===== src/hdl/fllm_pkg.sv =====
// Behaviour
// - during flash reset, load nonvolatile lock word into volatile lock register
// - nonvolatile word is 64 bits; upper 32 bits only carry ecc
// - lock enable flag is read-only; writing its bit does nothing
// - writing 0xa1a11111 to the lock register sets the lock enable flag
// - lock enable flag stays set until the next reset
// - test/shadow, mid and low lock bits writable only while enable set
// - test/shadow lock at 1 blocks program and erase of that space
// - test block is never erased regardless of lock bit
// - after interlock write, test/shadow lock writes ignored until done sets
// - test/shadow lock writes ignored while high-voltage operation suspended
// - every reset restores test/shadow lock from test sector; writable between resets
// - erased nonvolatile source makes test/shadow lock come out locked
// - test/shadow lock write only permitted when lock enable flag is high
// - test/shadow space modifiable only when primary and secondary locks are 0
// - effective lock of each block is primary or secondary lock
package fllm_pkg;

   // -------------------------------------------------------------------------
   // register map
   // -------------------------------------------------------------------------
   localparam logic [3:0]  ADDR_LOCK    = 4'h0;
   localparam logic [3:0]  ADDR_SECLOCK = 4'h4;
   localparam logic [3:0]  ADDR_STATUS  = 4'h8;
   localparam logic [31:0] LOCK_PASSWORD = 32'ha1a11111;

   // -------------------------------------------------------------------------
   // lock register fields
   // -------------------------------------------------------------------------
   localparam int POS_ENABLE = 31;
   localparam int POS_TSLOCK = 20;
   localparam int POS_MIDLO  = 16;
   localparam int MID_W      = 2;
   localparam int LOW_W      = 16;
   localparam int LOW_USED   = 6;
   localparam logic [63:0] NV_ERASED = 64'hffffffffffffffff;

   // -------------------------------------------------------------------------
   // load sequence states
   // -------------------------------------------------------------------------
   typedef enum logic [2:0] {
      ST_REQ  = 3'b001,
      ST_WAIT = 3'b010,
      ST_RUN  = 3'b100
   } fllm_state_e;

   typedef struct packed {
      logic             tsLock;
      logic [MID_W-1:0] midLock;
      logic [LOW_W-1:0] lowLock;
   } fllm_locks_s;

   typedef struct packed {
      fllm_state_e state;
      logic        enable;
      fllm_locks_s prim;
      fllm_locks_s sec;
      logic        interlockHold;
      logic        nvReq;
      logic [31:0] rdData;
      fllm_locks_s effLock;
      logic        tsProgOk;
      logic        tsEraseOk;
      logic        loaded;
   } fllm_state_s;

endpackage


===== src/hdl/fllm_lock.sv =====
`timescale 1ns/1ps
`default_nettype none
module fllm_lock
   import fllm_pkg::*;
(
   input  wire logic        mclk,
   input  wire logic        sys_rst,
   input  wire logic [3:0]  regAddr,
   input  wire logic [31:0] regWdata,
   input  wire logic        regWr,
   input  wire logic        regRd,
   output logic      [31:0] regRdata,
   output logic             nvReadReq,
   input  wire logic        nvReadValid,
   input  wire logic [63:0] nvLockWord,
   input  wire logic [63:0] nvSecLockWord,
   input  wire logic        interlockDone,
   input  wire logic        opDone,
   input  wire logic        hvSuspended,
   output fllm_locks_s      effLockOut,
   output logic             tsProgramAllow,
   output logic             tsEraseAllow,
   output logic             locksLoaded
);

   // -------------------------------------------------------------------------
   // state
   // -------------------------------------------------------------------------
   fllm_state_s s_q;
   fllm_state_s s_d;
   fllm_locks_s nvPrim;
   fllm_locks_s nvSec;
   fllm_locks_s wrLocks;
   logic        lockWr;
   logic        pwMatch;
   logic        tsWrOk;

   // gather the lock fields out of a 32-bit register image
   function automatic fllm_locks_s pickLocks(input logic [31:0] w);
      pickLocks = {w[POS_TSLOCK], w[POS_MIDLO +: MID_W], w[LOW_W-1:0]};
   endfunction

   // only the low 32 bits carry locks; upper half is ecc only
   assign nvPrim  = pickLocks(nvLockWord[31:0]);
   assign nvSec   = pickLocks(nvSecLockWord[31:0]);
   assign wrLocks = pickLocks(regWdata);
   assign lockWr  = regWr && (regAddr == ADDR_LOCK);
   assign pwMatch = (regWdata == LOCK_PASSWORD);
   assign tsWrOk  = s_q.enable && !s_q.interlockHold && !hvSuspended;

   // -------------------------------------------------------------------------
   // next state
   // -------------------------------------------------------------------------
   always_comb begin
      s_d = s_q;
      s_d.nvReq = 1'b0;
      case (s_q.state)
         ST_REQ: begin
            s_d.nvReq = 1'b1;
            s_d.state = ST_WAIT;
         end
         ST_WAIT: begin
            s_d.nvReq = 1'b1;
            if (nvReadValid) begin
               // erased word reads all ones, so every lock comes out set
               s_d.prim = nvPrim;
               s_d.prim.lowLock[LOW_W-1:LOW_USED] = '1;
               s_d.sec = nvSec;
               s_d.sec.lowLock[LOW_W-1:LOW_USED] = '1;
               s_d.nvReq = 1'b0;
               s_d.loaded = 1'b1;
               s_d.state = ST_RUN;
            end
         end
         ST_RUN: begin
            // a new interlock in the cycle of done must not be lost, so set wins
            if (opDone) begin
               s_d.interlockHold = 1'b0;
            end
            if (interlockDone) begin
               s_d.interlockHold = 1'b1;
            end
            if (lockWr) begin
               if (pwMatch) begin
                  s_d.enable = 1'b1;
               end else if (s_q.enable) begin
                  // bit 31 is status only, the write value is dropped
                  if (tsWrOk) begin
                     s_d.prim.tsLock = wrLocks.tsLock;
                  end
                  if (!s_q.interlockHold && !hvSuspended) begin
                     s_d.prim.midLock = wrLocks.midLock;
                     s_d.prim.lowLock[LOW_USED-1:0] = wrLocks.lowLock[LOW_USED-1:0];
                  end
               end
            end
            if (regWr && (regAddr == ADDR_SECLOCK) && !s_q.interlockHold
                && !hvSuspended) begin
               // secondary lock may only be raised here, never lowered
               s_d.sec = s_q.sec | pickLocks(regWdata);
            end
         end
         default: begin
            s_d.state = ST_REQ;
         end
      endcase
      s_d.effLock   = s_d.prim | s_d.sec;
      s_d.tsProgOk  = s_d.loaded && !s_d.effLock.tsLock;
      s_d.tsEraseOk = 1'b0;
      s_d.rdData = '0;
      if (regRd) begin
         case (regAddr)
            ADDR_LOCK:    s_d.rdData = {s_q.enable, 10'h000, s_q.prim.tsLock, 2'h0,
                                        s_q.prim.midLock, s_q.prim.lowLock};
            ADDR_SECLOCK: s_d.rdData = {11'h000, s_q.sec.tsLock, 2'h0,
                                        s_q.sec.midLock, s_q.sec.lowLock};
            ADDR_STATUS:  s_d.rdData = {28'h0000000, s_q.tsProgOk, s_q.interlockHold,
                                        hvSuspended, s_q.loaded};
            default:      s_d.rdData = 32'h00000000;
         endcase
      end
   end

   // -------------------------------------------------------------------------
   // registers
   // -------------------------------------------------------------------------
   always_ff @(posedge mclk) begin
      if (sys_rst) begin
         s_q.state         <= ST_REQ;
         s_q.enable        <= 1'b0;
         s_q.prim          <= '1;
         s_q.sec           <= '1;
         s_q.interlockHold <= 1'b0;
         s_q.nvReq         <= 1'b0;
         s_q.rdData        <= 32'h00000000;
         s_q.effLock       <= '1;
         s_q.tsProgOk      <= 1'b0;
         s_q.tsEraseOk     <= 1'b0;
         s_q.loaded        <= 1'b0;
      end else begin
         s_q <= s_d;
      end
   end

   assign regRdata       = s_q.rdData;
   assign nvReadReq      = s_q.nvReq;
   assign effLockOut     = s_q.effLock;
   assign tsProgramAllow = s_q.tsProgOk;
   assign tsEraseAllow   = s_q.tsEraseOk;
   assign locksLoaded    = s_q.loaded;

endmodule
`default_nettype wire


===== config.mk =====
export PLATFORM = sky130hd
export DESIGN_NAME = fllm_lock
export DESIGN_NICKNAME = d
export VERILOG_FILES = /design/src/hdl/fllm_pkg.sv /design/src/hdl/fllm_lock.sv
export SDC_FILE = /design/constraint.sdc
export NUM_CORES = 1
export LEC_CHECK = 0
export BUFFER_PORTS_ARGS = -buffer_cell sky130_fd_sc_hd__clkbuf_2
export CELL_PAD_IN_SITES_DETAIL_PLACEMENT = 1
export CELL_PAD_IN_SITES_GLOBAL_PLACEMENT = 2
export CORE_MARGIN = 10
export CORE_UTILIZATION = 23
export DETAILED_ROUTE_END_ITERATION = 7
export GPL_TIMING_DRIVEN = 1
export PLACE_DENSITY_LB_ADDON = 0.12
export SKIP_CTS_REPAIR_TIMING = 1
export SLEW_MARGIN = 20
export SYNTH_ARGS = -nofsm -noshare
export SYNTH_HDL_FRONTEND = slang
export SYNTH_SLANG_ARGS = --single-unit

===== constraint.sdc =====
create_clock -name mclk -period 2.6 [get_ports mclk]
set_clock_uncertainty 0.2 [all_clocks]
set_input_delay 0.13 -clock mclk [delete_from_list [all_inputs] [get_ports mclk]]
set_output_delay 0.13 -clock mclk [all_outputs]
set_load 0.02 [all_outputs]

Yosys cells after proc, flatten, opt, wreduce, memory -nomap -nowiden --
Index checks and enable logic that the tools add are counted.
Storage, ports and cells: register bits after elaboration 98, latch bits 0, bits in writable memories 0, memory bits (read-only) 0, bits of input ports 172, output and inout bits 55, logic and storage cells 69, memories kept 0
Operators by class: add/sub/neg operators 0, $mul 0, divide/modulo/power cells 0, $lt $le $gt $ge 0, equal/unequal tests 7, shift-type cells 0, mux-type cells 24, bitwise operators 4, reduce and logical (&&, ||, !) cells 17
Operators by type and width (number):
- 32-bit case mux with 3 select lines | 1
- 25-bit case mux with 2 select lines | 1
- 38-bit two-way mux | 1
- 19-bit OR | 2
- 32-bit equality test, second input constant | 1
- 6-bit two-way mux | 4
- 19-bit two-way mux | 1
- 10-bit two-way mux | 1
- 3-bit two-way mux | 3
- 3-bit case mux with 3 select lines | 1
- 1-bit logical AND | 8
- 1-bit two-way mux | 7
- 3-bit case mux with 2 select lines | 1
- 4-bit by 3-bit equality test with 1-bit output, second input constant | 1
- 4-bit equality test, second input constant | 1
- 4-bit zero test | 1
- 4-bit two-way mux | 1
- 2-bit AND reduction | 2
- 3-bit by 1-bit equality test with 1-bit output, second input constant | 1
- 3-bit by 2-bit equality test with 1-bit output, second input constant | 1
- 3-bit equality test, second input constant | 1
- 1-bit zero test | 3
- 3-bit AND reduction | 1
- 2-bit two-way mux | 1
- other kinds (5) | 6

Longest topological paths before layout --
Gate-level depths: netlist of run 1.
depth after elaboration 11, mapped depth 8, depth with buffers taken out 5

Worst setup path before layout of run 1 --
OpenSTA, ideal clock, no wires.
path kind register to register, start register s_q[95] in the netlist's numbering, end register s_q (netlist bit effLockOut[18]), library setup time 0.127 ns, arrival time 1.584 ns, required time 2.273 ns, path slack 0.689 ns, stages on the path, launching flop included 7, path buffers 1, clock period less this slack 1.911 ns, cell sequence dfxtp_1 -> buf_2 -> nor3b_4 -> and4_1 -> o21ai_1 -> and3_1 -> or3_1
On the way: longest elaborated chain between the ends 3, elaborated cells between the ends (all ways) 5, those cells by class eq/ne: 2; mux: 2; bitwise: 1
Ends and longest elaborated chain:
- start, declared | RTL line fllm_lock.sv:29 | fllm_state_s s_q;
- 3-bit equality test / 3-bit by 2-bit equality test with 1-bit output (equally long branches) | RTL line fllm_lock.sv:57 | case (s_q.state)
- 3-bit case mux with 2 select lines / 25-bit case mux with 2 select lines (equally long branches) | RTL line fllm_lock.sv:57
- 19-bit OR (*) | RTL line fllm_lock.sv:107 | s_d.effLock = s_d.prim | s_d.sec;
Every way passes the cells marked *; elsewhere a longest branch is shown, timed or not. A chain may end at the register's enable or synchronous reset.

Final worst setup path of run 1 --
start input port regWdata[9], end register s_q (netlist bit effLockOut[4])
On the way: longest elaborated chain between the ends 5
Ends and longest elaborated chain:
- start, declared | RTL line fllm_lock.sv:9 | input wire logic [31:0] regWdata,
- 32-bit equality test | RTL line fllm_lock.sv:48 | assign pwMatch = (regWdata == LOCK_PASSWORD);
- 6-bit two-way mux | RTL line fllm_lock.sv:84 | if (pwMatch) begin
- 6-bit two-way mux | RTL line fllm_lock.sv:83 | if (lockWr) begin
- 25-bit case mux with 2 select lines | RTL line fllm_lock.sv:57
- 19-bit OR | RTL line fllm_lock.sv:107
No other way between the ends.

==> impl_metrics.py, run 1 <==
metrics = {
    "worst_setup_path": {
        "start_kind": "input port",
        "cp.required_ns": 2.63,
        "crit_fanout": 4,
        "arrival_ns": 2.42,
        "worstRegToRegCells": 5,
        "path_class": "input port to flop",
        "end_kind": "flop",
    },
    "drt": {
        "routed_wirelength_um": 12120,
        "vias": 2907,
        "drt-pass1-iter-count": 4,
        "drc": 0,
        "drtIter0Drc": 68,
        "ant_nets": 0,
        "wire_per_inst_um": 18.27,
        "viasPerCell": 4.385,
    },
    "logic_synthesis": {
        "yosys_warnings": 0,
        "synth_seq_cells": 85,
        "ys_types": 43,
        "synth.top_cell.area_share_pct": 47.75,
        "syn_inst": 366,
        "synthArstFlopShare_pct": 0,
        "synth_ff_type": "dfxtp_1",
        "yosysSeqAreaShare_pct": 47.75,
        "synth-edff-count": 0,
        "yosys.area.top_type": "dfxtp_1",
        "syn_area_per_cell_um2": 9.736,
        "yosys-top-cells-area": "dfxtp_1 (48%), buf_4 (11%), a211o_1 (6.1%)",
        "synth_area_um2": 3563,
    },
    "cts": {
        "root_buffer": "clkbuf_16",
        "clkLatencyLatePin_ns": 0.34,
        "htreeDepth": 3,
        "clk_transition_reported_paths_ns": 0.07,
        "clock-sinks": 85,
        "clock_path_buffers": 2,
        "cts_buffers": 9,
        "cts_tree": "built",
    },
    "final_layout": {
        "finish.utilization_pct": 30.35,
        "final_common_cell": "clkbuf_2",
        "area_delta_synth_final_pct": 29.46,
        "fillers": 1779,
        "layout_common_cells": "clkbuf_2 (103), dfxtp_1 (85), nor2_1 (50), dlygate4sd3_1 (32), a211o_1 (25)",
        "drive_above_1_share_pct": 30.11,
        "nNetsFinal": 642,
        "antenna_cells": 0,
    },
    "die": {
        "placement_rows": 45,
        "initial_core_util_pct": 23.44,
        "dieArea_um2": 20870,
        "die_w_um": 144.5,
        "coreArea_um2": 15200,
        "die_y_um": 144.5,
        "io_pins": 227,
    },
    "sta": {
        "rsz0062_at_grt": "no",
        "setup-tns-final_ns": 0,
        "drv_slew": 0,
        "period_needed_ns": 2.392,
        "worst_pin_slew_ns": 0.6151,
        "hold_violations": 14,
        "min_period_over_period_pct": 92.00,
        "clock.fmax_mhz": 418.0,
        "whs_ns": -0.04384,
        "setup_violations": 0,
        "max_slew_margin_pct": 58.41,
    },
    "pwr": {
        "sw_frac_of_total_pct": 27.05,
        "power.internal_uw": 2190,
        "leakage_uw": 0.001909,
        "sequentialPowerShare_pct": 46.3,
        "comb_power_share_pct": 12.1,
        "clockPowerShare_pct": 41.6,
        "p_sw_uw": 811.9,
        "power_density_nw_per_um2": 650.6,
        "ir_drop_uv": 286.7,
    },
    "min_path": {
        "hp-class": "input port to flop",
        "hold_depth": 4,
    },
    "run": {
        "drv_cap": 0,
    },
    "global_route": {
        "grt_max_degree": 23,
        "grt.total_usage_pct": 11.59,
        "antenna_found_initial": 0,
        "grt_pass1_vias": 3100,
        "grt_pass1_wl_um": 17990,
        "overflow": 0,
    },
    "placement": {
        "dp_hpwl_um": 9146,
        "place_congestion": 0.7336,
        "io_buffers": 103,
    },
    "outcome": {
        "run_status": "finished with violations",
        "violations": "hold timing",
    },
}
## path summary, 6_finish.rpt
check | from | end | slack [ns]
worst max-delay path | regWdata[9] | effLockOut[4] | 0.21
worst min-delay path | nvSecLockWord[5] | s_q[61] | -0.04
worst min register to register | s_q[66] | s_q[66] | 0.26
worst max register to register | s_q[97] | s_q[58] | 0.28
## critical path, stage by stage
cell           delay (ns)
dlygate4sd3_1        0.53
clkbuf_2             0.12
nor4b_1              0.52
nand4_1              0.27
o21ai_1              0.38
o21ai_1              0.12
or3_1                0.35
## per-layer routing
| metal | routed length [µm] | up-vias | global-route usage [%] | share of wire, % |
|---|---|---|---|---|
| met2 | 5857 | 72 | 19.16 | 48 |
| met5 | 0 | - | 0 | 0 |
| met3 | 686 | 11 | 3.608 | 5.7 |
| met1 | 5396 | 1369 | 13.69 | 45 |
| met4 | 175 | 0 | 4.468 | 1.4 |
| li1 | - | 1455 | - | - |
## flip-flops by register name (all words and copies together) (netlist names)
| register | flops |
|---|---|
| effLockOut | 19 |
| locksLoaded | 1 |
| nvReadReq | 1 |
| regRdata | 20 |
| s_q | 43 |
| tsProgramAllow | 1 |
## final cells by class
| cell class | count | area, µm² | share of cell area, % |
|---|---|---|---|
| inverters | 2 | 7.507 | 0.1627 |
| clock buffers | 10 | 239.0 | 5.180 |
| multi-input cells | 219 | 1411 | 30.59 |
| repair buffers | 153 | 970.9 | 21.05 |
| clock inverters | 6 | 47.55 | 1.031 |
| flip-flops and latches | 85 | 1702 | 36.89 |
| well taps | 188 | 235.2 | 5.099 |
## kinds of logic after synthesis
kind of cell	synth area share, %
and+or+nand+nor	20.72
DFF	47.75
buffers and inverters	14.01
AOI/OAI and AO/OA	14.64
muxes	2.528
xor gates and xnor gates	0.2458
other	0.1052
## per-stage QoR
stage                     total power (µW)  instance area [µm²]  setup WS (ns)  std cells
final                                 3001                 4613         0.2079        663
after global routing                  3163                 4613        0.05166        663
after CTS                             3021                 4289        0.08497        631
after detailed placement              1750                 4003         0.1172        615
after global placement                1743                 4003        0.08178        615
after floorplan                       1630                 3608         0.6890        378
## power groups by stage
stage / logic (µW) / clock network [µW] / registers [µW]
3_5_place_dp: 331 / 0 / 1420
3_3_place_gp: 325 / 0 / 1420
2_1_floorplan: 224 / 0 / 1410
4_1_cts: 333 / 1300 / 1390
5_1_grt: 411 / 1350 / 1400
6_report: 364 / 1250 / 1390
## synth_stat cells, drive strengths merged, types with 3 or more instances
cell type,count
a21oi,7
mux2i,9
nor4b,8
a22oi,22
o21ai,9
a211o,25
dfxtp,85
buf,59
nand2b,3
nand2,8
clkbuf,13
nor2,50
and3,4
or3,23
nor3,11
nand3,4
(Power assumes the default switching activity.)
==> inputs of run 2 (changes only) <==
- ABC_AREA: unset -> 1
- CORE_UTILIZATION: 23 -> 24
- clock period: 2.6 -> 2.8 ns (I/O delays scaled with it)
==> run 2 against run 1 <==
  * The flow still finishes with violations (hold timing)
  * Routed wire length decreased by 0.80%
  * Sequential power decreased by 9%
  * Count of clock-buffer cells in the layout grew 2
  * Core utilization is 1.2 points higher
  * Combinational power fell by 24%
  * Highest routed layer unchanged
==> impl_metrics.py, run 2 <==
metrics = {
    "logic_synthesis": {
        "synthSimpleGateAreaFrac_pct": 27.54,
        "yosys-top-cells-area": "dfxtp_1 (45%), nand2_1 (14%), buf_4 (11%)",
        "synth-adder-area-share_pct": 0,
        "synth_ff_type": "dfxtp_1",
        "synth.most_common_cell": "nand2_1",
        "synth_area_um2": 3744,
        "synth-edff-count": 0,
        "synth-compound-area-share_pct": 7.587,
        "synth_top_family_by_area": "simple AND/OR/NAND/NOR gates",
        "synthTopCellsByCount": "nand2_1 (144), dfxtp_1 (85), buf_4 (53), inv_1 (53), nand3_1 (40)",
        "ys_types": 32,
        "synth_mux_area_share_pct": 0.2674,
        "syn_inst": 489,
        "yosys.area.top_type": "dfxtp_1",
        "synthArstFlopShare_pct": 0,
        "yosys_warnings": 0,
        "synth_seq_cells": 85,
        "synth_xor_area_share_pct": 0,
        "yosysSeqAreaShare_pct": 45.45,
        "syn_area_per_cell_um2": 7.656,
        "synth.top_cell.area_share_pct": 45.45,
    },
    "global_route": {
        "grt_max_degree": 49,
        "grt.total_usage_pct": 11.51,
        "grt_pass1_vias": 3410,
        "grt_pass1_wl_um": 18400,
        "overflow": 0,
        "antenna_found_initial": 0,
    },
    "drt": {
        "wire_per_inst_um": 14.89,
        "routed_wirelength_um": 12020,
        "drt-pass1-iter-count": 4,
        "drc": 0,
        "viasPerCell": 4.112,
        "ant_nets": 0,
        "drtIter0Drc": 176,
        "vias": 3318,
    },
    "final_layout": {
        "final_cell_count_no_fill": 807,
        "final_common_cell": "nand2_1",
        "fillers": 1882,
        "drive_above_1_share_pct": 24.50,
        "nNetsFinal": 763,
        "largest-register": "s_q",
        "finish.utilization_pct": 31.57,
        "antenna_cells": 0,
        "largest_register_ff_count": 43,
        "layout_common_cells": "nand2_1 (144), clkbuf_2 (103), dfxtp_1 (85), inv_1 (53), nand3_1 (40)",
        "area_delta_synth_final_pct": 28.68,
    },
    "min_path": {
        "hp-class": "input port to flop",
        "min_from": "nvLockWord[0]",
    },
    "sta": {
        "max_slew_margin_pct": 46.32,
        "rsz0062_at_grt": "no",
        "setup-tns-final_ns": 0,
        "whs_ns": -0.05919,
        "min_period_over_period_pct": 91.58,
        "layout_setup_ws_ns": 0.2359,
        "drv_slew": 0,
        "worst_pin_slew_ns": 0.8041,
        "period_needed_ns": 2.564,
        "setup_violations": 0,
        "hold_violations": 3,
        "clock.fmax_mhz": 390.0,
    },
    "worst_setup_path": {
        "crit_buf_inv": 3,
        "end_kind": "flop",
        "cp.required_ns": 2.81,
        "start_kind": "input port",
        "crit_fanout": 8,
        "r2r-start": "s_q[97]",
        "max_stage_delay_ns": 0.57,
        "arrival_ns": 2.57,
        "path_class": "input port to flop",
        "cp_slowest_cell": "dlygate4sd3_1",
        "cp_top_family": "buffers and inverters",
        "path_cells": "dlygate4sd3_1, clkbuf_2, nor2_2, dlygate4sd3_1, nand3_2, nor3_4, nand2_4, nand2_4, nand3_1, o21ai_0, nand3_1",
        "setup.worst_path.start": "regAddr[1]",
    },
    "die": {
        "placement_rows": 45,
        "die_w_um": 144.9,
        "die_y_um": 144.9,
        "initial_core_util_pct": 24.53,
        "io_pins": 227,
        "dieArea_um2": 20990,
        "coreArea_um2": 15260,
    },
    "cts": {
        "clock-sinks": 85,
        "htreeDepth": 3,
        "cts_tree": "built",
        "clkLatencyLatePin_ns": 0.35,
        "clock_path_buffers": 2,
        "root_buffer": "clkbuf_16",
        "cts_buffers": 9,
        "clk_transition_reported_paths_ns": 0.07,
    },
    "pwr": {
        "leakage_uw": 0.002238,
        "power_density_nw_per_um2": 577.7,
        "ir_drop_uv": 285.5,
    },
    "outcome": {
        "run_status": "finished with violations",
        "violations": "hold timing",
    },
    "placement": {
        "io_buffers": 103,
        "dp_hpwl_um": 8799,
        "post-place-ws_ns": 0.7354,
        "placedCellCount": 753,
        "place_congestion": 0.7410,
    },
    "run": {
        "drv_cap": 0,
    },
}
==> run 2: report_power, final <==
| part | internal, µW | total, µW | leakage (µW) | switching [µW] |
|---|---|---|---|---|
| clock network | 745 | 1250 | 0.000149 | 502 |
| logic | 113 | 278 | 0.00140 | 165 |
| registers | 1240 | 1260 | 0.000690 | 17.5 |
| total | 2100 | 2780 | 0.00224 | 685 |
==> run 2: final timing paths <==
| kind | end | slack (ns) | depth (start not counted) |
|---|---|---|---|
| worst max-delay path | effLockOut[16] | 0.24 | 11 |
| worst min-delay path | s_q[75] | -0.06 | 5 |
| worst max register to register | s_q[56] | 0.75 | 8 |
| worst min register to register | s_q[85] | 0.25 | 2 |
==> run 2: worst min-delay path: cells and delay by family <==
kind,cells,cell delay [ns]
AOI/OAI and AO/OA,1,0.06
buffers and inverters,2,0.14
and+or+nand+nor,2,0.11
==> run 2: cell families after synthesis <==
kind of cell / after synthesis
compound gates: 40
flops: 85
buf+inv: 126
other cells: 1
simple gates: 236
mux: 1
==> run 2: routing by layer <==
metal,share of wire [%],global-route usage [%],up-vias,wire (µm)
met5,0,0,-,0
met4,1.4,4.468,0,172
met3,5.3,3.422,14,641
met2,47,18.55,77,5595
met1,47,14.09,1551,5608
li1,-,-,1676,-
==> run 2: final cells by class <==
| cell class | count | area, µm² | share of cell area, % |
|---|---|---|---|
| Multi-Input combinational cell | 290 | 1374 | 28.52 |
| Timing Repair Buffer | 149 | 955.9 | 19.84 |
| Sequential cell | 85 | 1702 | 35.32 |
| Inverter | 56 | 210.2 | 4.364 |
| Clock buffer | 12 | 256.5 | 5.325 |
| Clock inverter | 4 | 55.05 | 1.143 |
| Tap cell | 211 | 264.0 | 5.481 |
==> run 2: stage by stage <==
step / total power (µW) / hold WS (ns) / instance area, µm²
after floorplan: 1446 / 0.05132 / 3789
after global placement: 1522 / 0.1662 / 4125
after detailed placement: 1525 / 0.1706 / 4125
after CTS: 2790 / -0.1928 / 4437
after global routing: 2911 / 0.003124 / 4817
final: 2783 / -0.05919 / 4817
